### src/ltc_defines.vh
/*
  Constants for the logic timer/counter unit: operation codes, preset
  field positions, time-base codes and tick counts.
  Assumes a 20 MHz core clock; included by the design files.
*/
`ifndef LTC_DEFINES_VH
`define LTC_DEFINES_VH

// ----------------------------------------------------------------
// Operation codes
// ----------------------------------------------------------------
`define LTC_OP_NONE      4'h0
`define LTC_OP_PULSE     4'h1
`define LTC_OP_EXT_PULSE 4'h2
`define LTC_OP_ON_DELAY  4'h3
`define LTC_OP_STORED_ON 4'h4
`define LTC_OP_OFF_DELAY 4'h5
`define LTC_OP_T_RESET   4'h6
`define LTC_OP_C_SET     4'h7
`define LTC_OP_C_RESET   4'h8
`define LTC_OP_C_UP      4'h9
`define LTC_OP_C_DOWN    4'hA
`define LTC_OP_READ      4'hB

// ----------------------------------------------------------------
// Preset fields
// ----------------------------------------------------------------
`define LTC_TVAL_MSB     11
`define LTC_TBASE_LSB    12
`define LTC_TBASE_MSB    13
`define LTC_CVAL_MSB     11

// ----------------------------------------------------------------
// Time bases and tick timing
// ----------------------------------------------------------------
`define LTC_TB_10MS      2'h0
`define LTC_TB_100MS     2'h1
`define LTC_TB_1S        2'h2
`define LTC_TB_10S       2'h3
`define LTC_CLK_HZ       20000000
`define LTC_BASE_TICK_HZ 100
`define LTC_BASE_TICK_CYC (`LTC_CLK_HZ / `LTC_BASE_TICK_HZ)
`define LTC_DIV_STEP     10

`endif

### src/ltc_tick_gen.v
/*
  Time-base tick generator: 10 ms base tick and divided 100 ms, 1 s,
  10 s ticks, each a one-cycle pulse.
  Assumes a free-running core clock at the rate in the header.
*/
`timescale 1ns/1ns
`include "ltc_defines.vh"

module ltc_tick_gen #(
  parameter BASE_CYC = `LTC_BASE_TICK_CYC
) (
  input  wire       core_clk,
  input  wire       nrst,
  output reg  [3:0] tick_ff
);

  reg [31:0] base_cnt_ff;
  reg [3:0]  d1_ff;
  reg [3:0]  d2_ff;
  reg [3:0]  d3_ff;
  wire       base_hit;

  assign base_hit = (base_cnt_ff == BASE_CYC - 1);

  // ----------------------------------------------------------------
  // Dividers
  // ----------------------------------------------------------------
  always @(posedge core_clk) begin
    if (!nrst) begin
      base_cnt_ff <= 32'h0;
      d1_ff       <= 4'h0;
      d2_ff       <= 4'h0;
      d3_ff       <= 4'h0;
      tick_ff     <= 4'h0;
    end else begin
      tick_ff <= 4'h0;
      if (base_hit) begin
        base_cnt_ff <= 32'h0;
        tick_ff[0]  <= 1'b1;
        d1_ff       <= (d1_ff == `LTC_DIV_STEP - 1) ? 4'h0 : d1_ff + 4'h1;
        if (d1_ff == `LTC_DIV_STEP - 1) begin
          tick_ff[1] <= 1'b1;
          d2_ff      <= (d2_ff == `LTC_DIV_STEP - 1) ? 4'h0 : d2_ff + 4'h1;
          if (d2_ff == `LTC_DIV_STEP - 1) begin
            tick_ff[2] <= 1'b1;
            d3_ff      <= (d3_ff == `LTC_DIV_STEP - 1) ? 4'h0 : d3_ff + 4'h1;
            if (d3_ff == `LTC_DIV_STEP - 1)
              tick_ff[3] <= 1'b1;
          end
        end
      end else begin
        base_cnt_ff <= base_cnt_ff + 32'h1;
      end
    end
  end

endmodule // ltc_tick_gen

### src/ltc_unit.v
/*
  Bank of timers and BCD up/down counters driven by scan operations.
  Assumes the sequencer issues one operation per cycle with op_valid,
  an index, the logic result bit and the primary accumulator word.
*/
`timescale 1ns/1ns
`include "ltc_defines.vh"

module ltc_unit #(
  parameter NUM_T    = 8,
  parameter NUM_C    = 8,
  parameter IDX_W    = 3,
  parameter BASE_CYC = `LTC_BASE_TICK_CYC
) (
  input  wire                core_clk,
  input  wire                nrst,
  input  wire                op_valid,
  input  wire [3:0]          op_code,
  input  wire                op_is_counter,
  input  wire [IDX_W-1:0]    op_index,
  input  wire                logic_result_bit,
  input  wire [15:0]         primary_accumulator,
  output reg                 status_ff,
  output reg  [15:0]         value_bin_ff,
  output reg  [15:0]         value_bcd_ff,
  output reg                 answer_valid_ff
);

  localparam ST_IDLE = 3'h1;
  localparam ST_RUN  = 3'h2;
  localparam ST_DONE = 3'h4;

  // ----------------------------------------------------------------
  // Storage
  // ----------------------------------------------------------------
  reg [11:0] t_init_ff  [0:NUM_T-1];
  reg [11:0] t_val_ff   [0:NUM_T-1];
  reg [1:0]  t_base_ff  [0:NUM_T-1];
  reg [2:0]  t_state_ff [0:NUM_T-1];
  reg [3:0]  t_mode_ff  [0:NUM_T-1];
  reg        t_in_ff    [0:NUM_T-1];
  reg        t_last_ff  [0:NUM_T-1];
  reg [11:0] c_val_ff   [0:NUM_C-1];
  reg        c_last_ff  [0:NUM_C-1];
  wire [3:0] tick;
  integer    i;
  integer    j;
  reg        rd_op;
  reg        nxt_status;
  reg [15:0] nxt_value_bin;
  reg [15:0] nxt_value_bcd;
  reg        nxt_answer_valid;

  ltc_tick_gen #(
    .BASE_CYC (BASE_CYC)
  ) u_tick (
    .core_clk (core_clk),
    .nrst     (nrst),
    .tick_ff  (tick)
  );

  // ----------------------------------------------------------------
  // Functions
  // ----------------------------------------------------------------
  function [11:0] bcd_dec;
    input [11:0] v;
    begin
      if (v[3:0] != 4'h0)
        bcd_dec = {v[11:4], v[3:0] - 4'h1};
      else if (v[7:4] != 4'h0)
        bcd_dec = {v[11:8], v[7:4] - 4'h1, 4'h9};
      else if (v[11:8] != 4'h0)
        bcd_dec = {v[11:8] - 4'h1, 8'h99};
      else
        bcd_dec = 12'h000;
    end
  endfunction

  function [11:0] bcd_inc;
    input [11:0] v;
    begin
      if (v == 12'h999)
        bcd_inc = v;
      else if (v[3:0] != 4'h9)
        bcd_inc = {v[11:4], v[3:0] + 4'h1};
      else if (v[7:4] != 4'h9)
        bcd_inc = {v[11:8], v[7:4] + 4'h1, 4'h0};
      else
        bcd_inc = {v[11:8] + 4'h1, 8'h00};
    end
  endfunction

  function [15:0] bcd_to_bin;
    input [11:0] v;
    begin
      bcd_to_bin = ({12'h000, v[11:8]} * 16'h0064)
                 + ({12'h000, v[7:4]} * 16'h000A)
                 + {12'h000, v[3:0]};
    end
  endfunction

  function [11:0] bcd_fix;
    input [11:0] v;
    begin
      bcd_fix[11:8] = (v[11:8] > 4'h9) ? 4'h9 : v[11:8];
      bcd_fix[7:4]  = (v[7:4] > 4'h9) ? 4'h9 : v[7:4];
      bcd_fix[3:0]  = (v[3:0] > 4'h9) ? 4'h9 : v[3:0];
    end
  endfunction

  function status_of;
    input [3:0] mode;
    input [2:0] state;
    input       level;
    begin
      case (mode)
        `LTC_OP_PULSE, `LTC_OP_EXT_PULSE:
          status_of = (state == ST_RUN);
        `LTC_OP_ON_DELAY:
          status_of = (state == ST_DONE) && level;
        `LTC_OP_STORED_ON:
          status_of = (state == ST_DONE);
        `LTC_OP_OFF_DELAY:
          status_of = level || (state == ST_RUN);
        default:
          status_of = 1'b0;
      endcase
    end
  endfunction

  // ----------------------------------------------------------------
  // Read decode
  // ----------------------------------------------------------------
  always @* begin
    rd_op            = op_valid && (op_code == `LTC_OP_READ);
    nxt_answer_valid = rd_op;
    nxt_status       = status_ff;
    nxt_value_bin    = value_bin_ff;
    nxt_value_bcd    = value_bcd_ff;
    if (rd_op) begin
      if (op_is_counter) begin
        nxt_status    = (c_val_ff[op_index] != 12'h000);
        nxt_value_bin = bcd_to_bin(c_val_ff[op_index]);
        nxt_value_bcd = {4'h0, c_val_ff[op_index]};
      end else begin
        nxt_status    = status_of(t_mode_ff[op_index], t_state_ff[op_index],
                                  t_in_ff[op_index]);
        nxt_value_bin = bcd_to_bin(t_val_ff[op_index]);
        nxt_value_bcd = {2'h0, t_base_ff[op_index], t_val_ff[op_index]};
      end
    end
  end

  // ----------------------------------------------------------------
  // Timers
  // ----------------------------------------------------------------
  always @(posedge core_clk) begin
    if (!nrst) begin
      for (i = 0; i < NUM_T; i = i + 1) begin
        t_init_ff[i]  <= 12'h000;
        t_val_ff[i]   <= 12'h000;
        t_base_ff[i]  <= `LTC_TB_10MS;
        t_state_ff[i] <= ST_IDLE;
        t_mode_ff[i]  <= `LTC_OP_NONE;
        t_in_ff[i]    <= 1'b0;
        t_last_ff[i]  <= 1'b0;
      end
    end else begin
      // Decrement per selected tick, only for timers in ST_RUN
      for (i = 0; i < NUM_T; i = i + 1) begin
        if (t_state_ff[i] == ST_RUN && tick[t_base_ff[i]]) begin
          if (t_val_ff[i] == 12'h001 || t_val_ff[i] == 12'h000) begin
            t_val_ff[i]   <= 12'h000;
            t_state_ff[i] <= ST_DONE;
          end else begin
            t_val_ff[i] <= bcd_dec(t_val_ff[i]);
          end
        end
      end
      if (op_valid && !op_is_counter && op_code != `LTC_OP_READ) begin
        t_last_ff[op_index] <= logic_result_bit;
        t_in_ff[op_index]   <= logic_result_bit;
        case (op_code)
          `LTC_OP_T_RESET: begin
            if (logic_result_bit) begin
              t_val_ff[op_index]   <= t_init_ff[op_index];
              t_state_ff[op_index] <= ST_IDLE;
            end
          end
          `LTC_OP_OFF_DELAY: begin
            t_mode_ff[op_index] <= op_code;
            if (logic_result_bit) begin
              t_init_ff[op_index]  <= bcd_fix(primary_accumulator[`LTC_TVAL_MSB:0]);
              t_base_ff[op_index]  <= primary_accumulator[`LTC_TBASE_MSB:`LTC_TBASE_LSB];
              t_val_ff[op_index]   <= bcd_fix(primary_accumulator[`LTC_TVAL_MSB:0]);
              t_state_ff[op_index] <= ST_IDLE;
            end else if (t_last_ff[op_index]) begin
              t_val_ff[op_index]   <= t_init_ff[op_index];
              t_state_ff[op_index] <= ST_RUN;
            end
          end
          `LTC_OP_PULSE, `LTC_OP_EXT_PULSE, `LTC_OP_ON_DELAY, `LTC_OP_STORED_ON: begin
            t_mode_ff[op_index] <= op_code;
            if (logic_result_bit && !t_last_ff[op_index]) begin
              t_init_ff[op_index]  <= bcd_fix(primary_accumulator[`LTC_TVAL_MSB:0]);
              t_base_ff[op_index]  <= primary_accumulator[`LTC_TBASE_MSB:`LTC_TBASE_LSB];
              t_val_ff[op_index]   <= bcd_fix(primary_accumulator[`LTC_TVAL_MSB:0]);
              t_state_ff[op_index] <= ST_RUN;
            end else if (!logic_result_bit &&
                         (op_code == `LTC_OP_PULSE || op_code == `LTC_OP_ON_DELAY)) begin
              t_val_ff[op_index]   <= 12'h000;
              t_state_ff[op_index] <= ST_IDLE;
            end
          end
          default: begin
          end
        endcase
      end
    end
  end

  // ----------------------------------------------------------------
  // Counters
  // ----------------------------------------------------------------
  always @(posedge core_clk) begin
    if (!nrst) begin
      for (j = 0; j < NUM_C; j = j + 1) begin
        c_val_ff[j]  <= 12'h000;
        c_last_ff[j] <= 1'b0;
      end
    end else begin
      if (op_valid && op_is_counter && op_code != `LTC_OP_READ) begin
        c_last_ff[op_index] <= logic_result_bit;
        case (op_code)
          `LTC_OP_C_SET: begin
            if (logic_result_bit && !c_last_ff[op_index])
              c_val_ff[op_index] <= bcd_fix(primary_accumulator[`LTC_CVAL_MSB:0]);
          end
          `LTC_OP_C_RESET: begin
            if (logic_result_bit)
              c_val_ff[op_index] <= 12'h000;
          end
          `LTC_OP_C_UP: begin
            if (logic_result_bit && !c_last_ff[op_index])
              c_val_ff[op_index] <= bcd_inc(c_val_ff[op_index]);
          end
          `LTC_OP_C_DOWN: begin
            if (logic_result_bit && !c_last_ff[op_index])
              c_val_ff[op_index] <= bcd_dec(c_val_ff[op_index]);
          end
          default: begin
          end
        endcase
      end
    end
  end

  // ----------------------------------------------------------------
  // Answer registers
  // ----------------------------------------------------------------
  always @(posedge core_clk) begin
    if (!nrst) begin
      status_ff       <= 1'b0;
      value_bin_ff    <= 16'h0000;
      value_bcd_ff    <= 16'h0000;
      answer_valid_ff <= 1'b0;
    end else begin
      status_ff       <= nxt_status;
      value_bin_ff    <= nxt_value_bin;
      value_bcd_ff    <= nxt_value_bcd;
      answer_valid_ff <= nxt_answer_valid;
    end
  end

endmodule // ltc_unit

### config.mk
export PLATFORM = sky130hd
export DESIGN_NAME = ltc_unit
export DESIGN_NICKNAME = d
export VERILOG_FILES = /design/src/ltc_tick_gen.v /design/src/ltc_unit.v
export VERILOG_INCLUDE_DIRS = /design/src
export SDC_FILE = /design/constraint.sdc
export NUM_CORES = 1
export LEC_CHECK = 0
export ABC_AREA = 0
export BUFFER_PORTS_ARGS = -buffer_cell sky130_fd_sc_hd__buf_2
export CORE_ASPECT_RATIO = 0.9
export CORE_MARGIN = 3
export CORE_UTILIZATION = 45
export DETAILED_ROUTE_END_ITERATION = 12
export PLACE_DENSITY_LB_ADDON = 0.05
export SYNTH_ARGS = -nofsm -noshare
export SYNTH_HDL_FRONTEND = slang
export SYNTH_HIERARCHICAL = 1
export SYNTH_SLANG_ARGS = --single-unit
### constraint.sdc
create_clock -name core_clk -period 4.6 [get_ports core_clk]
set_input_delay 0.69 -clock core_clk [delete_from_list [all_inputs] [get_ports core_clk]]
set_output_delay 0.69 -clock core_clk [all_outputs]
set_load 0.02 [all_outputs]
Word-level counts from Yosys, hierarchy flattened:

Memory sizes are Yosys's and may differ from the RTL's.
Cells that the tools add are included.

* order comparisons: 11
* equality and inequality tests: 42
* shift operators: 0
* bitwise gates (word level): 39
* $mul: 4
* reductions and logical operators: 82
* divide/modulo/power cells: 0
* add/sub/neg operators: 38
* multiplexer cells: 273

Operators with widths (number)
* two-way mux 12 bit: 88
* two-way mux 1 bit: 145
* nonzero test 4 bit: 27
* subtractor 4 x 1 -> 4 bit (second input constant): 27
* == test 12 x 1 -> 1 bit (second input constant): 8
* zero test 12 bit: 8
* two-way mux 3 bit: 19
* bitwise OR 1 bit: 38
* adder 32 x 1 -> 32 bit (second input constant): 1
* == test 32 x 18 -> 1 bit (second input constant): 1
* two-way mux 4 bit: 8
* == test 4 bit (second input constant): 7
* == test 3 x 2 -> 1 bit (second input constant): 9
* adder 12 x 4 -> 13 bit: 2
* adder 11 x 8 -> 12 bit: 2
* adder 4 x 1 -> 4 bit (second input constant): 6
* == test 4 x 3 -> 1 bit (second input constant): 6
* less-than comparator 2 x 3 -> 1 bit (second input constant): 8
* OR reduction 12 bit: 2
* multiplier 4 x 5 -> 9 bit (second input constant): 2
* logical AND 1 bit: 17
* binary-select mux 1 bit (select 2 bit): 8
* == test 4 x 2 -> 1 bit (second input constant): 4
* multiplier 4 x 3 -> 7 bit (second input constant): 2
* 19 further kinds: 44

* latch bits: 0
* memory bits (writable): 384
* output and inout port bits: 34
* register bits after elaboration: 82
* memories: 9
* input bits: 28
* ROM bits: 0

Memory list
* c_val_ff: depth 8, bits a word 12, read ports 1, clocked after memory_dff 0, wr ports 8, RTL line ltc_unit.v:43 `reg [11:0] c_val_ff [0:NUM_C-1];`
* t_init_ff: depth 8, bits a word 12, read ports 1, clocked after memory_dff 0, wr ports 8, RTL line ltc_unit.v:36 `reg [11:0] t_init_ff [0:NUM_T-1];`
* t_val_ff: depth 8, bits a word 12, read ports 9, clocked after memory_dff 0, wr ports 9, RTL line ltc_unit.v:37 `reg [11:0] t_val_ff [0:NUM_T-1];`
* t_mode_ff: depth 8, bits a word 4, read ports 1, clocked after memory_dff 0, wr ports 8, RTL line ltc_unit.v:40 `reg [3:0] t_mode_ff [0:NUM_T-1];`
* t_state_ff: depth 8, bits a word 3, read ports 9, clocked after memory_dff 0, wr ports 9, RTL line ltc_unit.v:39 `reg [2:0] t_state_ff [0:NUM_T-1];`
* t_base_ff: depth 8, bits a word 2, read ports 9, clocked after memory_dff 0, wr ports 8, RTL line ltc_unit.v:38 `reg [1:0] t_base_ff [0:NUM_T-1];`
* 3 more memories

Logic depth before layout (Yosys ltp):

Gate-level depths: netlist (run 1).
An unclocked memory read counts as a cell.

* word-level depth: 13
* mapped depth: 24

Hierarchy:

The synthesis (run 1) kept the hierarchy.

By module, submodules not included
* ltc_unit: area an instance 23805.3 µm², cells each 2261, instances 1, seq. area each 11751.3 µm²
* ltc_tick_gen: area an instance 2302.2 µm², cells each 251, instances 1, seq. area each 960.9 µm²

Least setup slack after synthesis (run 1):

No wires, ideal clock.

* path type: in2reg
* start point: in op_index[1]
* end point: reg value_bin_ff[10]
* stages on the path: 23
* slack: -0.345 ns
* data arrival time: 4.812 ns
* required time: 4.468 ns
* setup time: 0.132 ns
* cell sequence: buf_4 > buf_6 > buf_6 > buf_6 > buf_6 > buf_2 > nand2_1 > clkbuf_1 > o22ai_1 > a221oi_1 > nand3_1 > ha_1 > ha_1 > fa_1 > ha_1 > ha_1 > o21ai_0 > nand2b_1 > nand2_1 > a211oi_1 > xnor2_1 > o211ai_1 > a21oi_1

* longest elaborated chain between the ends: 5
* elaborated cells between the ends (all ways): 11
* those cells by class: add/sub (4); mul (4); mux (1); memory (2)

Ends and longest elaborated chain
* start: declaration: RTL line ltc_unit.v:20 `input wire [IDX_W-1:0] op_index,`
* memory read (8 x 12 bit) (on tied branches)
* multiplier 4 x 5 -> 9 bit or multiplier 4 x 3 -> 7 bit (tied branches): RTL line ltc_unit.v:96, ltc_unit.v:97
* adder 11 x 8 -> 12 bit: RTL line ltc_unit.v:97 `+ ({12'h000, v[7:4]} * 16'h000A)`
* adder 12 x 4 -> 13 bit: RTL line ltc_unit.v:98 `+ {12'h000, v[3:0]};`
* two-way mux 13 bit *: RTL line ltc_unit.v:141 `if (op_is_counter) begin`
* end signal: assignment: RTL line ltc_unit.v:269 `value_bin_ff <= nxt_value_bin;`
* end: declaration: RTL line ltc_unit.v:24 `output reg [15:0] value_bin_ff,`

Mark *: on every way between the ends. The rest lies on a longest branch, timed or not.
A chain may end at the register's enable or synchronous reset.

Worst setup path after layout (run 1):

Same ends and word-level chain as after synthesis.

==> run metrics, run 1 <==
outcome finished clean; r2r worst-path depth 18; FF/Latch Area 12,700 um^2; critical hold path startpoint value_bin_ff[3]; Placed Cells 3,379; Layout area overhead 14.2%; Layout Cells excl Fill 3,477; FILL cells 5,195; Distinct cells, synth 106; reg-to-reg critical path endpoint value_bin_ff[10]; Flop pwr share 44.8%; dpl hpwl 63,000 um; 1st-iter DRT viols 2,213; WHS Path Cells 2; worst slew pin tran 1.20 ns; total clock buffers created by CTS 51; hold buffers post-CTS 0; Reg2Reg Launch Point c_val_ff[7][8]; Setup Buffers After CTS 0; Worst Path Max Fanout 12; number of warnings issued by yosys 6; Via density 6.08; syn_area_per_cell 10.4 um^2; reg2reg setup slack 0.64 ns; GRT Util Overall 27.7%; post_cts resized 0; layout cell share with drive strength beyond 1 15.6%; period utilization 90.2%; clock slew at reported path FFs 0.05 ns; CP most frequent cell ha_1; DIE AREA 60,900 um^2; Peak supply drop 281 uV; number of enable flip-flop cells after synthesis 352; top post-synthesis cells by area edfxtp_1 40%, dfxtp_1 8.2%, ha_1 5.3%; vias 21,100; RSZ-0062 raised after global routing no; row count 83; Hold Fails Final Rpt 0; clk_skew 0.0270 ns; critical path cell sequence buf_4, buf_12, nor2b_1, a221oi_1, o21a_1, inv_1, ha_1, ha_1, inv_1, fa_1, inv_1, ha_1, ha_1, o21a_1, nor2_1, a211oi_1, xnor2_1, nand2_1, o211ai_1, a21oi_1; Buffers on Ports 53; sw frac 27.5%; post-layout net count 2,814; WHS Endpoint value_bin_ff[3]; Max-Cap Viols 0; routability cong. 0.898; GR Overflow Total 0; Startpoint Class input port; Slowest-stage cell, CP fa_1; # setup viols final 0; first-pass GRT wire length 127,000 um; fmax 241 MHz; Seq cells post-synth 459; synthesized area 26,100 um^2; wire length per cell 24.7 um; Arrival @ worst endpoint 4.60 ns; count leader, synth edfxtp_1; endpoint type of the worst setup path register; prevailing post-synth register cell edfxtp_1; Comb pwr share 17.1%; H-tree depth 2; Synth async-reset ratio 0%; cell taking the most area after synthesis edfxtp_1; fin worst setup slack 0.452 ns; Final Critical Period 4.15 ns; Net Switching 0.00288 W; Worst Setup Path Type input port to register; clk sinks 459; vias in the first global route 19,900; register area share after synthesis 48.7%; TritonRoute pass-1 iters 6; Synth top area share 40.5%; Root Buffer clkbuf_16; TritonCTS clock tree done; WL final 85,900 um; initial antenna violation count 5; leakage 11.2 nW; CP startpoint op_index[1]; DRC Markers 0; die width 260 um; Slew Limit Headroom 20.1%; Hold Path Class register to register; Detail Route Antenna Nets 0; Clk pwr share 38.1%; pre-CTS setup slack -0.0511 ns; Worst-Skew Late Latency 0.61 ns; fin area 29,800 um^2; max-slew violations 0; Max clock buf depth 3; DP Area 28,200 um^2; Core ar. 57,200 um^2; WP data required 5.05 ns; initial core utilization 45.6%; Top Ports 62; slowest stage delay, CP 0.47 ns; largest net degree at the start of global routing 43; synth cell count leaders 352 x edfxtp_1, 311 x nor2_1, 202 x nand2_1, 110 x ha_1, 107 x dfxtp_1; area of the multi-input gates 12,500 um^2; cell internal pwr 0.00761 W; pwr dens 352 nW/um^2; Cells after Synth 2,512; Die Span Y 235 um
-- cell usage in the layout, fill, tap and decap left out, types with 17 or more instances in the layout --
master       n
o21ai_0     69
clkbuf_16   51
a22oi_1     52
or3_1       17
xor2_1      31
o22ai_1     94
xnor2_1     60
ha_1       107
a221oi_1    20
nand2_1    201
dfxtp_1    107
buf_4      165
inv_1       97
mux2i_1     60
nand4_1     39
edfxtp_1   352
nand3_1     76
nor3_1      81
nor2b_1     24
mux4_2      20
a21oi_1    101
and2_1      21
and3_1      63
nor2_1     310
buf_2       52
a31oi_1     17
nand2b_1    19
-- power by group through the flow --
stage	registers (W)	clock network, W	logic, W
after global routing	0.00471	0.00422	0.00196
after floorplan	0.00475	0	0.00108
after global placement	0.00478	0	0.00176
final	0.00470	0.00399	0.00179
after CTS	0.00470	0.00407	0.00178
after detailed placement	0.00479	0	0.00177
-- flip-flops by register name, summed over array words and instances (netlist names) --
register            cells
status_ff               1
t_val_ff               96
c_last_ff               8
u_tick/base_cnt_ff     32
answer_valid_ff         1
t_in_ff                 8
t_last_ff               8
value_bin_ff           11
t_init_ff              96
u_tick/d1_ff            4
c_val_ff               96
u_tick/d3_ff            4
t_state_ff             24
t_base_ff              16
u_tick/d2_ff            4
value_bcd_ff           14
t_mode_ff              32
u_tick/tick_ff          4
-- cell type report --
type / count / share of cell area (%)
clock inverter: 20 / 0.554
timing repair buffer: 225 / 5.56
multi-input combinational: 1827 / 41.9
tap: 765 / 3.21
antenna: 5 / 0.0419
clock buffer: 73 / 4.84
sequential: 459 / 42.6
inverter: 103 / 1.30
-- how the worst max path moves through the flow --
stage | to | slack, ns | cells past startpoint
floorplan | value_bin_ff[8] | 0.005 | 23
global placement | value_bin_ff[10] | -0.04 | 20
detailed placement | value_bin_ff[10] | -0.05 | 20
CTS | value_bin_ff[10] | 0.57 | 20
global route | value_bin_ff[10] | 0.26 | 18
finish | value_bin_ff[10] | 0.45 | 20
-- through the flow --
stage	TNS (ns)	utilization, %	total power, W	hold slack (ns)
after detailed placement	-0.0837	49.3	0.00656	0.444
after CTS	0	52.1	0.0106	0.454
after global placement	-0.0934	49.3	0.00654	0.439
after global routing	0	52.1	0.0109	0.476
after floorplan	0	-	0.00583	0.434
final	0	52.1	0.0105	0.449
-- worst max-delay path: cells and delay by family --
family | cells | cell delay [ns]
compound gates | 6 | 0.92
buf+inv | 5 | 0.71
fa+ha+maj | 5 | 1.49
xor+xnor | 1 | 0.17
simple gates | 3 | 0.61
-- metal layers --
metal  vias to the layer above  routed length (um)  global-route usage (%)
met5                         -                   0                       0
met4                         0                2740                    9.44
met3                       157                7560                    5.35
met2                       901               37600                    42.4
met1                     10400               38100                    39.6
li1                       9723                   -                       -
-- logic make-up (layout without fill, tap and decap cells) --
logic type / Yosys count / count (layout) / synth area share [%]
fa+ha+maj: 119 / 119 / 5.96
xor+xnor: 91 / 91 / 3.05
simple gates: 967 / 967 / 18.6
mux: 99 / 99 / 4.94
compound gates: 537 / 537 / 14.7
flops: 459 / 459 / 48.7
other cells: 1 / 19 / 0.0144
buf+inv: 239 / 421 / 4.04
Note: power is estimated with default switching activity, not from simulation.
==> inputs of run 2 (changes only) <==
--- a/config.mk
+++ b/config.mk
@@ -10,8 +10,9 @@
 export BUFFER_PORTS_ARGS = -buffer_cell sky130_fd_sc_hd__buf_2
 export CORE_ASPECT_RATIO = 0.9
 export CORE_MARGIN = 3
-export CORE_UTILIZATION = 45
+export CORE_UTILIZATION = 55
 export DETAILED_ROUTE_END_ITERATION = 12
+export HOLD_SLACK_MARGIN = 0.02
 export PLACE_DENSITY_LB_ADDON = 0.05
 export SYNTH_ARGS = -nofsm -noshare
 export SYNTH_HDL_FRONTEND = slang
==> run metrics, run 2 (same netlist as run 1, synthesis figures left out) <==
row count 75 (-9.6%); reg2reg setup slack 0.71 ns (+0.07 ns); DRC Markers 0 (unchanged); Startpoint Class input port; Worst Setup Path Type input port to register; Die Span Y 213 um (-9.3%); pwr dens 351 nW/um^2 (about the same); clk sinks 459 (unchanged); initial core utilization 55.9% (+10 points); TritonCTS clock tree done; GRT Util Overall 32.6% (+4.8 points); fin area 29,800 um^2 (-0.13%); post_cts resized 0 (unchanged); 1st-iter DRT viols 2,766 (+25%); leakage 11.3 nW (+0.80%); Final Critical Period 4.12 ns (-0.0283 ns); largest net degree at the start of global routing 53 (+23%); Max-Cap Viols 0 (unchanged); layout cell share with drive strength beyond 1 16.2% (+0.61 points); Design Power 0.0105 W (-0.17%); Worst-Skew Late Latency 0.63 ns (+0.02 ns); Arrival @ worst endpoint 4.63 ns (+0.03 ns); period utilization 89.6% (-0.62 points); dpl hpwl 61,100 um (-2.9%); Worst Path Max Fanout 13 (+1); Max clock buf depth 3 (unchanged); post-layout net count 2,836 (+0.78%); met2 routed wirelength 36,200 um (-3.6%); WL final 83,400 um (-2.9%); worst slew pin tran 1.20 ns (+0.00555 ns); vias in the first global route 20,400 (+2.7%); H-tree depth 2 (unchanged); Top Ports 62 (unchanged); RSZ-0062 raised after global routing no; Peak supply drop 285 uV (+1.4%); met1 wire length 34,700 um (-8.8%); hold buffers post-CTS 0 (unchanged); TritonRoute pass-1 iters 8 (+2); Setup Buffers After CTS 0 (unchanged); endpoint type of the worst setup path register; fmax 243 MHz (+0.69%); DIE AREA 50,100 um^2 (-18%); FF/Latch Area 12,700 um^2 (unchanged); total clock buffers created by CTS 49 (-3.9%); clock slew at reported path FFs 0.06 ns (about the same); Layout area overhead 14.1%; most common cell after layout, fill and taps aside edfxtp_1; FILL cells 3,763 (-28%); DP Area 28,200 um^2 (about the same); initial antenna violation count 3 (-2); area of the multi-input gates 12,500 um^2 (unchanged); max-slew violations 0 (unchanged); Buffers on Ports 53 (unchanged); Root Buffer clkbuf_16; clk_skew 0.0377 ns (+0.0107 ns); vias 21,800 (+3.2%); Core ar. 46,700 um^2 (-18%); die width 236 um (-9.3%); outcome finished clean; Detail Route Antenna Nets 0 (unchanged); Hold Fails Final Rpt 0 (unchanged); met3 WL 9570 um (+27%); routability cong. 0.925 (+3.0%); # setup viols final 0 (unchanged); WP data required 5.11 ns (+0.06 ns); Via density 6.51 (+7.2%); top layer in use met4; most frequent cells in the layout 352 x edfxtp_1, 310 x nor2_1, 201 x nand2_1, 189 x buf_4; Slew Limit Headroom 19.0% (-1.1 points); GR Overflow Total 0 (unchanged); wire length per cell 24.9 um (+0.84%); first-pass GRT wire length 125,000 um (-1.6%); Hold Path Class register to register; Regs by FF count c_val_ff: 96 flops, t_init_ff: 96 flops, t_val_ff: 96 flops
-- run 2: cell types whose count changed in the layout (fill, tap and decap cells not counted), sizes merged --
cell / delta
buf: +24
clkbuf: -8
clkinv: +5
diode: -2
bufinv: +1
clkinvlp: +1
inv: -1
-- run 2: path summary, 6_finish.rpt --
path | to | cells after the start | start
min reg2reg | value_bin_ff[3] | 2 | value_bin_ff[3]
min | value_bin_ff[3] | 2 | value_bin_ff[3]
max | value_bin_ff[10] | 20 | op_index[2]
max reg2reg | value_bin_ff[8] | 16 | t_val_ff[5][5]
-- run 2: through the flow --
| stage | TNS (ns) | setup WS [ns] | hold slack [ns] | std cells | utilization, % |
|---|---|---|---|---|---|
| 2_1_floorplan | 0 | 0.00482 | 0.434 | 2525 | - |
| 3_3_place_gp | -0.0712 | -0.0584 | 0.439 | 3254 | 60.3 |
| 3_5_place_dp | -0.263 | -0.107 | 0.443 | 3254 | 60.3 |
| 4_1_cts | 0 | 0.523 | 0.452 | 3345 | 63.7 |
| 5_1_grt | 0 | 0.208 | 0.464 | 3347 | 63.7 |
| 6_report | 0 | 0.481 | 0.447 | 3348 | 63.7 |
-- run 2: critical path, cell delays in order --
cell and delay [ns]:
buf_2 0.18, buf_4 0.21, buf_4 0.15, and3b_1 0.21, buf_12 0.17, a22oi_1 0.20
nand4_1 0.25, ha_1 0.36, ha_1 0.22, inv_1 0.07, fa_1 0.40, inv_1 0.11
ha_4 0.22, ha_4 0.25, o21a_1 0.20, nor2_2 0.12, a211oi_2 0.05, xnor2_1 0.26
o211ai_1 0.12, a21oi_1 0.16
-- run 2: area by class of cell --
type                    count  share of cell area (%)
inverters                 103                    1.30
flip-flops and latches    459                    42.7
multi-input cells        1827                    41.9
clock buffers              65                    4.43
diodes                      3                  0.0252
clock inverters            26                   0.882
well taps                 616                    2.59
repair buffers            249                    6.17
-- run 2: layer usage --
metal,global-route usage (%),vias to the layer above
met5,0,-
met4,11.9,0
met3,6.48,195
met2,49.7,1233
met1,46.6,10600
li1,-,9766
-- run 2: power by group --
group	total, W	internal [W]	leakage, nW	switching, W
Clock	0.00394	0.00220	0.767	0.00173
Sequential	0.00470	0.00461	4.30	0.0000922
Combinational	0.00183	0.000724	6.23	0.00110
